File: config.mk
export PLATFORM = sky130hd
export DESIGN_NAME = sbdm_mover
export DESIGN_NICKNAME = d
export VERILOG_FILES = /design/src/rtl/sbdm_pkg.sv /design/src/rtl/sbdm_mover.sv
export SDC_FILE = /design/constraint.sdc
export NUM_CORES = 1
export LEC_CHECK = 0
export ABC_AREA = 1
export BUFFER_PORTS_ARGS = -buffer_cell sky130_fd_sc_hd__buf_4
export CORE_MARGIN = 4
export CORE_UTILIZATION = 52
export CTS_BUF_LIST = sky130_fd_sc_hd__clkbuf_8
export CTS_CLUSTER_SIZE = 16
export DETAILED_ROUTE_END_ITERATION = 16
export MAX_ROUTING_LAYER = met4
export PLACE_DENSITY = 0.78
export REMOVE_ABC_BUFFERS = 1
export SYNTH_ARGS = -nofsm -noshare
export SYNTH_HDL_FRONTEND = slang
export SYNTH_SLANG_ARGS = --single-unit
export TNS_END_PERCENT = 100
File: constraint.sdc
create_clock -name clk_sys -period 3 [get_ports clk_sys]
set_input_delay 0.3 -clock clk_sys [delete_from_list [all_inputs] [get_ports clk_sys]]
set_output_delay 0.3 -clock clk_sys [all_outputs]
set_load 0.1 [all_outputs]
File: src/rtl/sbdm_pkg.sv
// Constants and carrier types of the serial buffer DMA mover.
package sbdm_pkg;

	// ----------------------------------------
	// Register offsets
	// ----------------------------------------
	localparam logic [7:0] ADDR_CS   = 8'hdc;
	localparam logic [7:0] ADDR_LOW  = 8'hdd;
	localparam logic [7:0] ADDR_HIGH = 8'hde;
	localparam logic [7:0] ADDR_CNT  = 8'hdf;

	// ----------------------------------------
	// Control and status bit positions
	// ----------------------------------------
	localparam int CS_RUN = 0;
	localparam int CS_DIR = 1;
	localparam int CS_ERR = 2;

	// ----------------------------------------
	// Reset values and limits
	// ----------------------------------------
	localparam logic [13:0] BASE_RST  = 14'h0100;
	localparam logic [4:0]  CNT_RST   = 5'h00;
	localparam logic [13:0] RAM_LO    = 14'h0100;
	localparam logic [13:0] RAM_HI    = 14'h10ff;
	localparam logic [4:0]  BUF_BYTES = 5'h10;

	// ----------------------------------------
	// Types
	// ----------------------------------------
	typedef enum logic [0:0] {
		ST_IDLE = 1'b0,
		ST_XFER = 1'b1
	} sbdm_st_t;

	typedef struct packed {
		logic [7:0] addr;
		logic [7:0] wdata;
		logic       we;
		logic       re;
	} sbdm_io_req_t;

	typedef struct packed {
		logic [13:0] ram_addr;
		logic        ram_re;
		logic        ram_we;
		logic [7:0]  ram_wdata;
		logic        buf_sel;
		logic [3:0]  buf_idx;
		logic        buf_re;
		logic        buf_we;
		logic [7:0]  buf_wdata;
	} sbdm_mem_req_t;

	typedef struct packed {
		sbdm_st_t      st;
		logic [13:0]   base;
		logic [4:0]    len;
		logic          dir;
		logic          err;
		logic          run;
		logic          sel;
		logic [4:0]    pos;
		logic          rpend;
		logic [4:0]    rpos;
		sbdm_mem_req_t req;
		logic          halt;
		logic          irq;
		logic          sec_irq;
		logic [7:0]    rdata;
	} sbdm_state_t;

endpackage

File: src/rtl/sbdm_mover.sv
// CPU-stalling DMA mover between system RAM and the serial port buffers.
//
// Behaviour
// - A good launch clears the error flag.
// - A launch with bad base, bad end or count over 16 sets the error flag.
// - Software writing zero to the error bit outside a bad launch clears it.
// - Error flag with serial interrupts enabled raises the serial interrupt.
// - Direction one copies RAM into the empty transmit buffer.
// - Direction zero copies the older receive buffer into RAM.
// - Software sets the run bit to start; hardware clears it at the end.
// - The processor is halted while the run bit is set.
// - A running transfer cannot be interrupted or altered.
// - A 14-bit base address spans two byte registers.
// - The base address resets to 0x0100.
// - The whole transfer must lie in 0x0100..0x10ff or nothing moves.
// - A range failure raises the security interrupt unless masked.
// - A range failure leaves address and count registers unchanged.
// - After a transfer the base becomes last address plus one.
// - The byte count register keeps its value after a transfer.
// - Reserved bits of address-high and count registers read zero.
// - Active only in buffer mode; registers dead while the port is off.
// - N bytes take N+1 processor cycles.
`timescale 1ns/1ps

module sbdm_mover (
	// Clock and reset
	input  wire logic                   clk_sys,
	input  wire logic                   srst,
	// Processor register port
	input  wire sbdm_pkg::sbdm_io_req_t io_req,
	output logic [7:0]                  io_rdata,
	output logic                        cpu_halt,
	// Serial port status
	input  wire logic                   port_enable,
	input  wire logic                   dual_port_buffer_mode,
	input  wire logic                   tx_free_sel,
	input  wire logic                   rx_oldest_sel,
	input  wire logic                   serial_irq_en,
	input  wire logic                   sec_irq_mask,
	// Memory side
	output sbdm_pkg::sbdm_mem_req_t     mem_req,
	input  wire logic [7:0]             ram_rdata,
	input  wire logic [7:0]             buf_rdata,
	// Interrupts
	output logic                        serial_irq,
	output logic                        sec_irq
);

	// ----------------------------------------
	// Range check
	// ----------------------------------------
	function automatic logic range_ok(input logic [13:0] b, input logic [4:0] l);
		logic [14:0] last;
		last = 15'({1'b0, b} + {10'h000, l}) - 15'(l != 5'h00);
		return (l <= sbdm_pkg::BUF_BYTES) && (b >= sbdm_pkg::RAM_LO) &&
			(b <= sbdm_pkg::RAM_HI) && (last <= {1'b0, sbdm_pkg::RAM_HI});
	endfunction

	sbdm_pkg::sbdm_state_t q;
	sbdm_pkg::sbdm_state_t n;
	logic                  acc;
	logic                  wr_ok;
	logic                  launch;
	logic                  go_ok;
	logic                  go_bad;
	logic                  drained;
	logic                  cs_wr;

	// ----------------------------------------
	// Decode
	// ----------------------------------------
	always_comb begin
		acc = port_enable;
		wr_ok = acc && io_req.we && (q.st == sbdm_pkg::ST_IDLE);
		cs_wr = wr_ok && (io_req.addr == sbdm_pkg::ADDR_CS);
		drained = !q.rpend && !q.req.ram_we && !q.req.buf_we;
		launch = cs_wr && io_req.wdata[sbdm_pkg::CS_RUN] && dual_port_buffer_mode && drained;
		go_ok = launch && range_ok(q.base, q.len);
		go_bad = launch && !range_ok(q.base, q.len);
	end

	// ----------------------------------------
	// Next state
	// ----------------------------------------
	always_comb begin
		n = q;
		n.req.ram_re = 1'b0;
		n.req.ram_we = 1'b0;
		n.req.buf_re = 1'b0;
		n.req.buf_we = 1'b0;
		n.rpend = 1'b0;
		n.sec_irq = 1'b0;
		n.rdata = 8'h00;
		if (acc && io_req.re) begin
			case (io_req.addr)
				sbdm_pkg::ADDR_CS: begin
					n.rdata = {5'h00, q.err, q.dir, q.run};
				end
				sbdm_pkg::ADDR_LOW: begin
					n.rdata = q.base[7:0];
				end
				sbdm_pkg::ADDR_HIGH: begin
					n.rdata = {2'b00, q.base[13:8]};
				end
				sbdm_pkg::ADDR_CNT: begin
					n.rdata = {3'b000, q.len};
				end
				default: begin
					n.rdata = 8'h00;
				end
			endcase
		end
		if (wr_ok) begin
			case (io_req.addr)
				sbdm_pkg::ADDR_LOW: begin
					n.base[7:0] = io_req.wdata;
				end
				sbdm_pkg::ADDR_HIGH: begin
					n.base[13:8] = io_req.wdata[5:0];
				end
				sbdm_pkg::ADDR_CNT: begin
					n.len = io_req.wdata[4:0];
				end
				sbdm_pkg::ADDR_CS: begin
					n.dir = io_req.wdata[sbdm_pkg::CS_DIR];
					if (!io_req.wdata[sbdm_pkg::CS_ERR]) begin
						n.err = 1'b0;
					end
				end
				default: begin
					n.dir = q.dir;
				end
			endcase
		end
		if (go_bad) begin
			n.err = 1'b1;
			n.sec_irq = !sec_irq_mask;
		end
		if (go_ok) begin
			n.err = 1'b0;
			n.dir = io_req.wdata[sbdm_pkg::CS_DIR];
			n.sel = io_req.wdata[sbdm_pkg::CS_DIR] ? tx_free_sel : rx_oldest_sel;
			n.st = sbdm_pkg::ST_XFER;
			n.run = 1'b1;
			n.halt = 1'b1;
			n.pos = 5'h00;
		end
		if (q.st == sbdm_pkg::ST_XFER) begin
			if (q.pos < q.len) begin
				n.rpend = 1'b1;
				n.rpos = q.pos;
				n.pos = 5'(q.pos + 5'h01);
				n.req.buf_sel = q.sel;
				if (q.dir) begin
					n.req.ram_re = 1'b1;
					n.req.ram_addr = 14'(q.base + {9'h000, q.pos});
				end else begin
					n.req.buf_re = 1'b1;
					n.req.buf_idx = q.pos[3:0];
				end
			end else begin
				n.st = sbdm_pkg::ST_IDLE;
				n.run = 1'b0;
				n.halt = 1'b0;
				n.base = 14'(q.base + {9'h000, q.len});
			end
		end
		if (q.rpend) begin
			if (q.dir) begin
				n.req.buf_we = 1'b1;
				n.req.buf_idx = q.rpos[3:0];
				n.req.buf_wdata = ram_rdata;
			end else begin
				n.req.ram_we = 1'b1;
				n.req.ram_addr = 14'(q.base + {9'h000, q.rpos});
				n.req.ram_wdata = buf_rdata;
			end
		end
		n.irq = q.err && serial_irq_en;
	end

	// ----------------------------------------
	// State register
	// ----------------------------------------
	always_ff @(posedge clk_sys) begin
		if (srst) begin
			q <= '0;
			q.st <= sbdm_pkg::ST_IDLE;
			q.base <= sbdm_pkg::BASE_RST;
			q.len <= sbdm_pkg::CNT_RST;
		end else begin
			q <= n;
		end
	end

	assign io_rdata = q.rdata;
	assign cpu_halt = q.halt;
	assign mem_req = q.req;
	assign serial_irq = q.irq;
	assign sec_irq = q.sec_irq;

	// ----------------------------------------
	// Checks
	// ----------------------------------------
	logic [5:0] halt_cycles;

	always_ff @(posedge clk_sys) begin
		if (srst) begin
			halt_cycles <= 6'h00;
		end else if (q.halt) begin
			halt_cycles <= 6'(halt_cycles + 6'h01);
		end else begin
			halt_cycles <= 6'h00;
		end
	end

	good_clr_a: assert property (@(posedge clk_sys) disable iff (srst)
		go_ok |=> !q.err && q.halt)
		else $error("Good launch did not clear the error flag.");

	bad_set_a: assert property (@(posedge clk_sys) disable iff (srst)
		go_bad |=> q.err && !q.halt && !q.run)
		else $error("Bad launch did not set the error flag.");

	sw_clr_a: assert property (@(posedge clk_sys) disable iff (srst)
		cs_wr && !io_req.wdata[sbdm_pkg::CS_ERR] && !go_bad |=> !q.err)
		else $error("Software clear of the error flag failed.");

	irq_flag_a: assert property (@(posedge clk_sys) disable iff (srst)
		q.err && serial_irq_en |=> serial_irq)
		else $error("Serial interrupt missing while error flag set.");

	tx_dest_a: assert property (@(posedge clk_sys) disable iff (srst)
		mem_req.buf_we |-> q.dir && mem_req.buf_sel == q.sel)
		else $error("Buffer written outside transmit direction.");

	rx_dest_a: assert property (@(posedge clk_sys) disable iff (srst)
		mem_req.ram_we |-> !q.dir)
		else $error("RAM written outside receive direction.");

	run_end_a: assert property (@(posedge clk_sys) disable iff (srst)
		$fell(q.halt) |-> !q.run && q.st == sbdm_pkg::ST_IDLE)
		else $error("Run bit not cleared at transfer end.");

	xfer_lock_a: assert property (@(posedge clk_sys) disable iff (srst)
		q.st == sbdm_pkg::ST_XFER && io_req.we |=> $stable(q.len) && $stable(q.dir))
		else $error("Register write altered a running transfer.");

	sec_irq_a: assert property (@(posedge clk_sys) disable iff (srst)
		go_bad && !sec_irq_mask |=> sec_irq ##1 !sec_irq)
		else $error("Security interrupt not pulsed on range failure.");

	keep_regs_a: assert property (@(posedge clk_sys) disable iff (srst)
		go_bad |=> $stable(q.base) && $stable(q.len))
		else $error("Registers changed on range failure.");

	chain_base_a: assert property (@(posedge clk_sys) disable iff (srst)
		$fell(q.run) |-> q.base == 14'($past(q.base) + {9'h000, q.len}))
		else $error("Base address not advanced past the transfer.");

	cycle_cnt_a: assert property (@(posedge clk_sys) disable iff (srst)
		$fell(q.halt) |-> halt_cycles == 6'({1'b0, q.len} + 6'h01))
		else $error("Transfer did not take count plus one cycles.");

endmodule

# == After elaboration in Yosys (flattened, before gate mapping) ==
# Index checks and enable logic that the tools add are counted.
# op_classes
n_eq_ne,5
n_bitwise,6
n_addsub,6
n_reduce_logical,37
mux,31
magnitude_cmp,5
# op_table
operator,n
$mux 26,2
$mux 15,3
$add 14x5->14,3
$eq 8x8->1 const B,4
$pmux 8 s4,1
$mux 14,2
$mux 9,3
$mux 21,1
$mux 5,4
$add 14x5->15,1
$le 15x13->1 const B,1
$logic_and 1x1->1,15
$sub 15x1->15,1
$ge 14x9->1 const B,1
$le 14x13->1 const B,1
$mux 1,11
$reduce_and 2->1,5
$reduce_or 2->1,5
$mux 4,2
$mux 8,1
$reduce_bool 2->1,4
$mux 6,1
$not 1->1,6
$add 5x1->5 const B,1
7 further kinds,11
# word_totals
output_inout_bits,50
regBits,85
input_bits,42

# == Logic depth before layout (Yosys ltp) ==
# Gate-level depths: netlist of the first run.
# logic_depth
word_depth,13
depth_mapped,23

# == Worst setup path after synthesis of the first run ==
# Ideal clock, no wire load.
# synth_timing
path_type,flip-flop to flip-flop
start,register q[66] (netlist bit)
end,register q[56] (netlist bit)
period_less_slack_ns,2.768
path_stages_with_launch,23
path_slack_ns,0.232
setup_time_ns,0.123
arrival_time_ns,2.645
path_buffers,0
t_required_ns,2.877
path_cell_list,dfxtp_1 -> inv_1 -> nand4_1 -> or2_2 -> ha_1 -> inv_1 -> ha_1 -> inv_1 -> fa_1 -> inv_1 -> nand2_1 -> nand2_1 -> nand2_1 -> nand2_1 -> nand2_1 -> nand3_1 -> nand2_1 -> nor2_1 -> nand2_1 -> nand2_1 -> nand3_4 -> nand2_1 -> a21oi_1
# synth_between
elab_chain_len,8
# synth_lines
item,line,text
from (decl),sbdm_mover.sv:59,sbdm_pkg::sbdm_state_t q;
from (signal assigned),sbdm_mover.sv:192,q <= n;
"$add 14x5->15, or another cell as far along",sbdm_mover.sv:54,"last = 15'({1'b0, b} + {10'h000, l}) - 15'(l != 5'h00);"
$sub 15x1->15 or $logic_and 1x1->1 (tied branches),"sbdm_mover.sv:54, sbdm_mover.sv:55",
$le 15x13->1 or $logic_and 1x1->1 (tied branches),"sbdm_mover.sv:56, sbdm_mover.sv:55",
$logic_and 1x1->1,sbdm_mover.sv:56,"(b <= sbdm_pkg::RAM_HI) && (last <= {1'b0, sbdm_pkg::RAM_HI});"
$logic_and 1x1->1,sbdm_mover.sv:78,"go_ok = launch && range_ok(q.base, q.len);"
$mux 9,sbdm_mover.sv:139,if (go_ok) begin
$mux 26,sbdm_mover.sv:149,if (q.pos < q.len) begin
$mux 26 (*),sbdm_mover.sv:148,if (q.st == sbdm_pkg::ST_XFER) begin
# Every way passes the cells marked *; elsewhere a longest branch is shown, timed or not.
# A chain may end at the register's enable or synchronous reset.

# == Worst setup path in the final report of the first run ==
# layout_timing
start,register q[66] (netlist bit)
end,register q[60] (netlist bit)
# Same word-level chain as after synthesis.

==> summary.md, run 1 <==
| Metric | Value |
|---|---|
| Outcome | complete, no violations |
| Final Instance Area | around 6900 µm² |
| Vias per cell | approximately 5.3 |
| Ys flop type | dfxtp_1 |
| Clk_lat worst skew | 0.38 ns |
| Worst-margin pin slew | between 0.8 and 0.9 ns |
| Max-slew headroom | 0.441 |
| Max cap viols | 0 |
| First-pass GRT wire length | 25.6 mm |
| Synth Cell Area | a little under 6000 µm² |
| FF-to-FF setup slack | about 0.19 ns |
| TNS Setup | 0 ns |
| Sequential-to-total area share from yosys stat | 0.287 |
| Critical R2R Capture | q[60] |
| Most Frequent Cell on Critical Path | nand2_1 |
| Fin Hold WS | about 0.11 ns |
| Adder-Cell Fraction of Synth Area | 0.123 |
| Drt total wl | about 16 mm |
| DP Wirelength | approximately 13 mm |
| Final Hold Vio Count | 0 |
| Hold Path End | mem_req[0] |
| Cell Pwr Density | 304 nW/µm² |
| Number of global-route vias before repair | 5236 |
| Filler Cell Count | about 1100 |
| PortBufs | between 90 and 100 |
| DP Worst Slack | between 0.08 and 0.09 ns |
| CTS tree | built |
| Routed Antenna Nets | 0 |
| Clk slew on worst S/H paths | around 0.1 ns |
| Yosys reg bits | 85 |
| Non-Filler Instances | around 1100 |
| Avg Cell Area, Syn | 6.98 µm² |
| Final Worst Setup Slack | roughly 0.19 ns |
| CTS max path bufs | 2 |
| P&R area growth vs syn | 15.7% |
| Root Buffer | clkbuf_8 |
| Fraction of layout cells with a size suffix above 1 | 0.205 |
| Fmax | about 0.36 GHz |
| WS Path Type | register to register |
| Crit path launch type | register |
| H-tree levels | 3 |
| Power Total | roughly 2.1 mW |
| Mux cell area share after synthesis | 0.00358 |
| Full die area | ~13000 µm² |
| Crit. End Element | register |
| Most frequent cells in the layout | nand2_1 (174), buf_4 (121), inv_1 (91), nor2_1 (81), dfxtp_1 (81) |
| Clk_skew | roughly 0.012 ns |
| Synth warn | 0 |
| Crit path largest cell delay | between 0.3 and 0.4 ns |
| Lkg Pwr | 3.32 nW |
| Minimum clock period | 2.81 ns |
| Synthesized instance count | roughly 850 |
| Simple-gate area share of the yosys netlist | 0.261 |
| Post-Route Utilization | 0.623 |
| Crit path DAT | a little over 3 ns |
| Routed length per instance | between 15 and 20 µm |
| Crit Path Max Fanout | 7 |
| HP Class | input port to register |
| Number of flops mapped to enable cells by yosys | 0 |
| First-pass detailed-route iteration total | 5 |
| Die height | 115 µm |
| # IOs | 92 |
| Count of final setup violators | 0 |
| Unrepaired setup endpoints after global routing | false |
| Drt first-iter violations | 523 |
| Largest family of logic cells by synthesized area | simple AND/OR/NAND/NOR gates |
| Netlist cell types | 51 |
| Die Wd | 115 µm |
| Gr usage total | 0.250 |
| CP Buf/Inv Count | 4 |
| Synth Area in XOR/XNOR | 0.0339 |
| DP Area | between 6000 and 7000 µm² |
| Hold Path Cell Cnt | 3 |
| Placed cell count | 1041 |
| Ys async rst share | 0 |
| Rows | 38 |
| CTS Buf Count | 9 |
| Initial Util | 0.538 |
| Worst reg2reg path depth | 20 |
| CP required | between 3 and 4 ns |
| Num Clock Sinks | 85 |
| Routability Congestion | around 0.95 |
| CP max-delay cell | fa_2 |
| Initial antenna violation count | 0 |
| Worst r2r src | q[66] |
| Remaining DRCs | 0 |
| HP Start | ram_rdata[0] |
| Crit path cell chain | inv_1 -> nand4_1 -> or2_4 -> ha_4 -> inv_1 -> ha_2 -> inv_2 -> fa_2 -> inv_2 -> nand2_1 -> nand2_1 -> nand2_1 -> nand2_1 -> nand3_1 -> nand4_1 -> nand2_1 -> nor2_4 -> nand3_4 -> nand3_2 -> a21oi_2 |
| Vias | about 5700 |
| # nets final | around 1000 |
| Fin crit share | 0.937 |
| Fin. max-slew vios | 0 |
| Overflow after GRT | 0 |
| Pin count of the biggest net entering global routing | 33 |
| CP top delay family | simple AND/OR/NAND/NOR gates |
| Peak supply drop | around 0.00028 V |
| Commonest non-fill, non-tap cell in the layout | nand2_1 |
| Antenna Diode Count | 0 |
| Core area | roughly 11000 µm² |
| Post-synthesis compound-gate area fraction | 0.154 |
## repair_timing
item                       4_1_cts  5_1_grt
hold buffers                     0        0
setup buffers                    0        5
hold endpoints to repair         0        0
setup endpoints to repair        0       11
gates resized for setup          0       28
## final cells by class
type                    instances  area (µm²)  area share
well taps                     140         175      0.0255
flip-flops and latches         85        1710       0.248
multi-input cells             599        3490       0.509
clock buffers                   9         124      0.0180
inverters                     101         382      0.0555
repair buffers                121         908       0.132
clock inverters                 7        81.3      0.0118
## registers in the layout, summed over array words and instances (netlist names)
signal	cells
io_rdata	8
cpu_halt	1
serial_irq	1
mem_req	39
q	35
sec_irq	1
## routing by layer
metal / share of wire / track usage / up-vias
met5: 0 / - / -
met2: 0.46 / 0.388 / 199
met1: 0.46 / 0.337 / 2577
li1: - / - / 2868
met4: 0.020 / 0.0790 / 0
met3: 0.069 / 0.0363 / 25
## cells by family after synthesis
group / Yosys count
AND/OR/NAND/NOR: 357
buffers and inverters: 167
AO/OA/AOI/OAI: 161
flip-flops: 85
adder cells (fa/ha/maj): 56
XOR/XNOR: 23
multiplexers: 2
## power breakdown
group	internal, mW	switching (mW)	total (mW)
combinational	0.0457	0.0516	0.0973
clock	0.398	0.463	0.861
sequential	1.13	0.000384	1.13
total	1.57	0.515	2.09
## Yosys cell counts, types with 2 or more instances
master	n	area share
a21oi_1	54	0.046
a21oi_2	3	0.0044
a31oi_1	3	0.0032
and2_1	2	0.0021
buf_1	2	0.0013
buf_2	2	0.0017
buf_4	48	0.061
clkbuf_1	13	0.0082
dfxtp_1	85	0.29
fa_1	4	0.013
ha_1	52	0.11
inv_1	96	0.061
inv_2	3	0.0019
nand2_1	180	0.11
nand2_2	3	0.0032
nand3_1	54	0.046
nand4_1	10	0.011
nor2_1	81	0.051
nor2_4	3	0.0057
nor3_1	13	0.011
o211ai_1	10	0.013
o21ai_0	56	0.047
o21ai_1	7	0.0059
o21ai_2	2	0.0030
o21bai_1	2	0.0025
o22ai_1	16	0.017
or2_2	2	0.0021
xnor2_1	4	0.0059
xor2_1	19	0.028
## tightest hold or removal path, delay by kind of cell
| kind | cells | cell delay, ns |
|---|---|---|
| buffers and inverters | 1 | 0.08 |
| and+or+nand+nor | 2 | 0.08 |
## worst max path at each step
stage | endpoint | slack (ns) | start | cells after the start
global placement | q[56] | 0.13 | q[65] | 22
floorplan | q[56] | 0.23 | q[66] | 22
detailed placement | q[56] | 0.09 | q[67] | 22
global route | q[60] | 0.01 | q[66] | 23
finish | q[60] | 0.19 | q[66] | 20
CTS | q[56] | 0.07 | q[67] | 22
(Power assumes the default switching activity.)
==> inputs of run 2 (changes only) <==
MAX_ROUTING_LAYER = unset   (was met4)
==> run 2 against run 1 <==
  * Core utilization shrank 0.62 points
  * Via count hardly changed
  * Total power fell by 4.6%
  * Critical path depth grew 2
  * Hold slack lost 0.013 ns
  * Clock power decreased by 11%
  * Critical endpoint is now q[61]
==> summary.md, run 2 (synthesized netlist as in run 1, its figures left out) <==
| Metric | Value |
|---|---|
| P&R area growth vs syn | 14.6% |
| Die Wd | about 110 µm |
| Crit path largest cell delay | between 0.3 and 0.4 ns |
| Number of global-route vias before repair | 5283 |
| Rows | 38 |
| Clock network power share | 0.385 |
| Vias per cell | between 5 and 6 |
| Power Total | 1.99 mW |
| Full die area | between 10000 and 15000 µm² |
| First-pass GRT wire length | between 20 and 30 mm |
| Most Frequent Cell on Critical Path | nand2_1 |
| Max-slew headroom | 0.545 |
| Comb pwr share | 0.048 |
| Fin crit share | 0.919 |
| DP Wirelength | approximately 12 mm |
| Fmax | 0.363 GHz |
| Seq pwr share | 0.567 |
| Commonest non-fill, non-tap cell in the layout | nand2_1 |
| Cell Pwr Density | 292 nW/µm² |
| Initial antenna violation count | 0 |
| Overflow after GRT | 0 |
| First-pass detailed-route iteration total | 5 |
| H-tree levels | 3 |
| Fin. max-slew vios | 0 |
| Initial Util | 0.538 |
| GR Util met1 | 0.330 |
| Antenna Diode Count | 0 |
| Crit path cell chain | inv_2 -> nand4_1 -> or2_4 -> ha_4 -> inv_2 -> ha_4 -> inv_2 -> fa_2 -> inv_2 -> nand2_1 -> nand2_1 -> nand2_1 -> nand2_1 -> nand2_1 -> nand3_1 -> nand2_1 -> nor2_1 -> nand2_1 -> nand2_4 -> nand3_4 -> nand2_1 -> a21oi_1 |
| Max cap viols | 0 |
| Unrepaired setup endpoints after global routing | false |
| Net Sw Power | a little over 500 µW |
| HP Class | input port to register |
| Final Hold Vio Count | 0 |
| CP top delay family | simple AND/OR/NAND/NOR gates |
| CP max-delay cell | dfxtp_2 |
| Drt total wl | between 15 and 20 mm |
| Die height | 115 µm |
| Minimum clock period | about 2.8 ns |
| Crit path DAT | around 3 ns |
| P_int | approximately 1.5 mW |
| Top Usage Layer GRT | met2 |
| Routed length per instance | 14.9 µm |
| Routed Antenna Nets | 0 |
| # IOs | between 90 and 100 |
| Crit. End Element | register |
| GR Layer Usage met3 | 0.0463 |
| Lkg Pwr | 3.29 nW |
| CP required | about 3.3 ns |
| Core area | 11000 µm² |
| Fin Hold WS | roughly 0.097 ns |
| WS Path Type | register to register |
| Drt first-iter violations | 506 |
| Pin count of the biggest net entering global routing | 32 |
| Peak supply drop | 0.000343 V |
| Outcome | complete, no violations |
| CP Buf/Inv Count | 4 |
| Crit Path Max Fanout | 7 |
| # nets final | 1014 |
| Crit path launch type | register |
| Root Buffer | clkbuf_8 |
| Count of final setup violators | 0 |
| Clk_lat worst skew | approximately 0.38 ns |
| Fraction of layout cells with a size suffix above 1 | 0.196 |
| Num Clock Sinks | 85 |
| Max FFs per register | 39 |
| Met2 Usage GRT | 0.387 |
| CTS Hold Buffers Added | 0 |
| Vias | approximately 5700 |
| TNS Setup | 0 ns |
| CTS Buf Count | 9 |
| CTS max path bufs | 2 |
| Worst-margin pin slew | ~0.7 ns |
| Routability Congestion | 0.965 |
| Most frequent cells in the layout | nand2_1 (178), buf_4 (120), inv_1 (89), nor2_1 (81), dfxtp_1 (81) |
| Remaining DRCs | 0 |
| Clk_skew | 0.0118 ns |
| PortBufs | 91 |
| Gr usage total | 0.241 |
| Sw Ratio | 0.257 |
| Clk slew on worst S/H paths | around 0.10 ns |
| CTS tree | built |
[run 2: changes by cell type in the layout (fill, tap and decap cells not counted), sizes merged]
cell      previous run  this run
buf                121       120
bufinv               1         0
clkinv               4         3
clkinvlp             0         1
[run 2: worst reg2reg max path, cell delays in order (launching register included)]
cell     delay (ns)
dfxtp_2        0.35
inv_2          0.05
nand4_1        0.11
or2_4          0.28
ha_4           0.21
inv_2          0.06
ha_4           0.13
inv_2          0.04
fa_2           0.35
inv_2          0.06
nand2_1        0.04
nand2_1        0.05
nand2_1        0.05
nand2_1        0.07
nand2_1        0.07
nand3_1        0.08
nand2_1        0.05
nor2_1         0.08
nand2_1        0.09
nand2_4        0.11
nand3_4        0.13
nand2_1        0.10
a21oi_1        0.07
[run 2: timing repair]
item / 4_1_cts / 5_1_grt
buffers inserted: 0 / 3
resized for setup: 1 / 20
setup endpoints to repair: 2 / 11
pin swaps: 0 / 8
[run 2: stage by stage]
| stage | utilization | instance area [µm²] | setup WS [ns] | cells |
|---|---|---|---|---|
| 3_3_place_gp | 0.594 | 6550 | 0.131 | 1042 |
| 2_1_floorplan | - | 5500 | 0.231 | 785 |
| 6_report | 0.617 | 6800 | 0.243 | 1060 |
| 5_1_grt | 0.617 | 6800 | 0.0244 | 1060 |
| 4_1_cts | 0.610 | 6730 | 0.0723 | 1057 |
| 3_5_place_dp | 0.594 | 6550 | 0.00692 | 1042 |
[run 2: final cells by class]
type | count | area, µm²
clock buffers | 9 | 124
clock inverters | 6 | 47.5
fillers | 1054 | 4230
inverters | 101 | 382
multi-input cells | 599 | 3470
flip-flops and latches | 85 | 1710
well taps | 140 | 175
repair buffers | 120 | 901
[run 2: power groups by stage]
stage / logic [mW] / registers [mW] / clock network (mW)
final: 0.0956 / 1.13 / 0.766
after global routing: 0.104 / 1.13 / 0.818
after CTS: 0.0936 / 1.13 / 0.780
after detailed placement: 0.0929 / 1.15 / 0
after global placement: 0.0926 / 1.15 / 0
after floorplan: 0.0291 / 1.15 / 0
[run 2: final timing paths]
kind | from | end | slack (ns) | depth (start not counted)
hold reg to reg | q[63] | serial_irq | 0.45 | 2
setup / recovery | q[65] | q[61] | 0.24 | 22
setup reg to reg | q[65] | q[61] | 0.24 | 22
hold / removal | ram_rdata[1] | mem_req[1] | 0.1 | 3
[run 2: metal layers]
metal	vias up	part of all wire
met4	0	0.013
met2	202	0.46
li1	2858	-
met3	18	0.077
met5	-	0
met1	2593	0.45
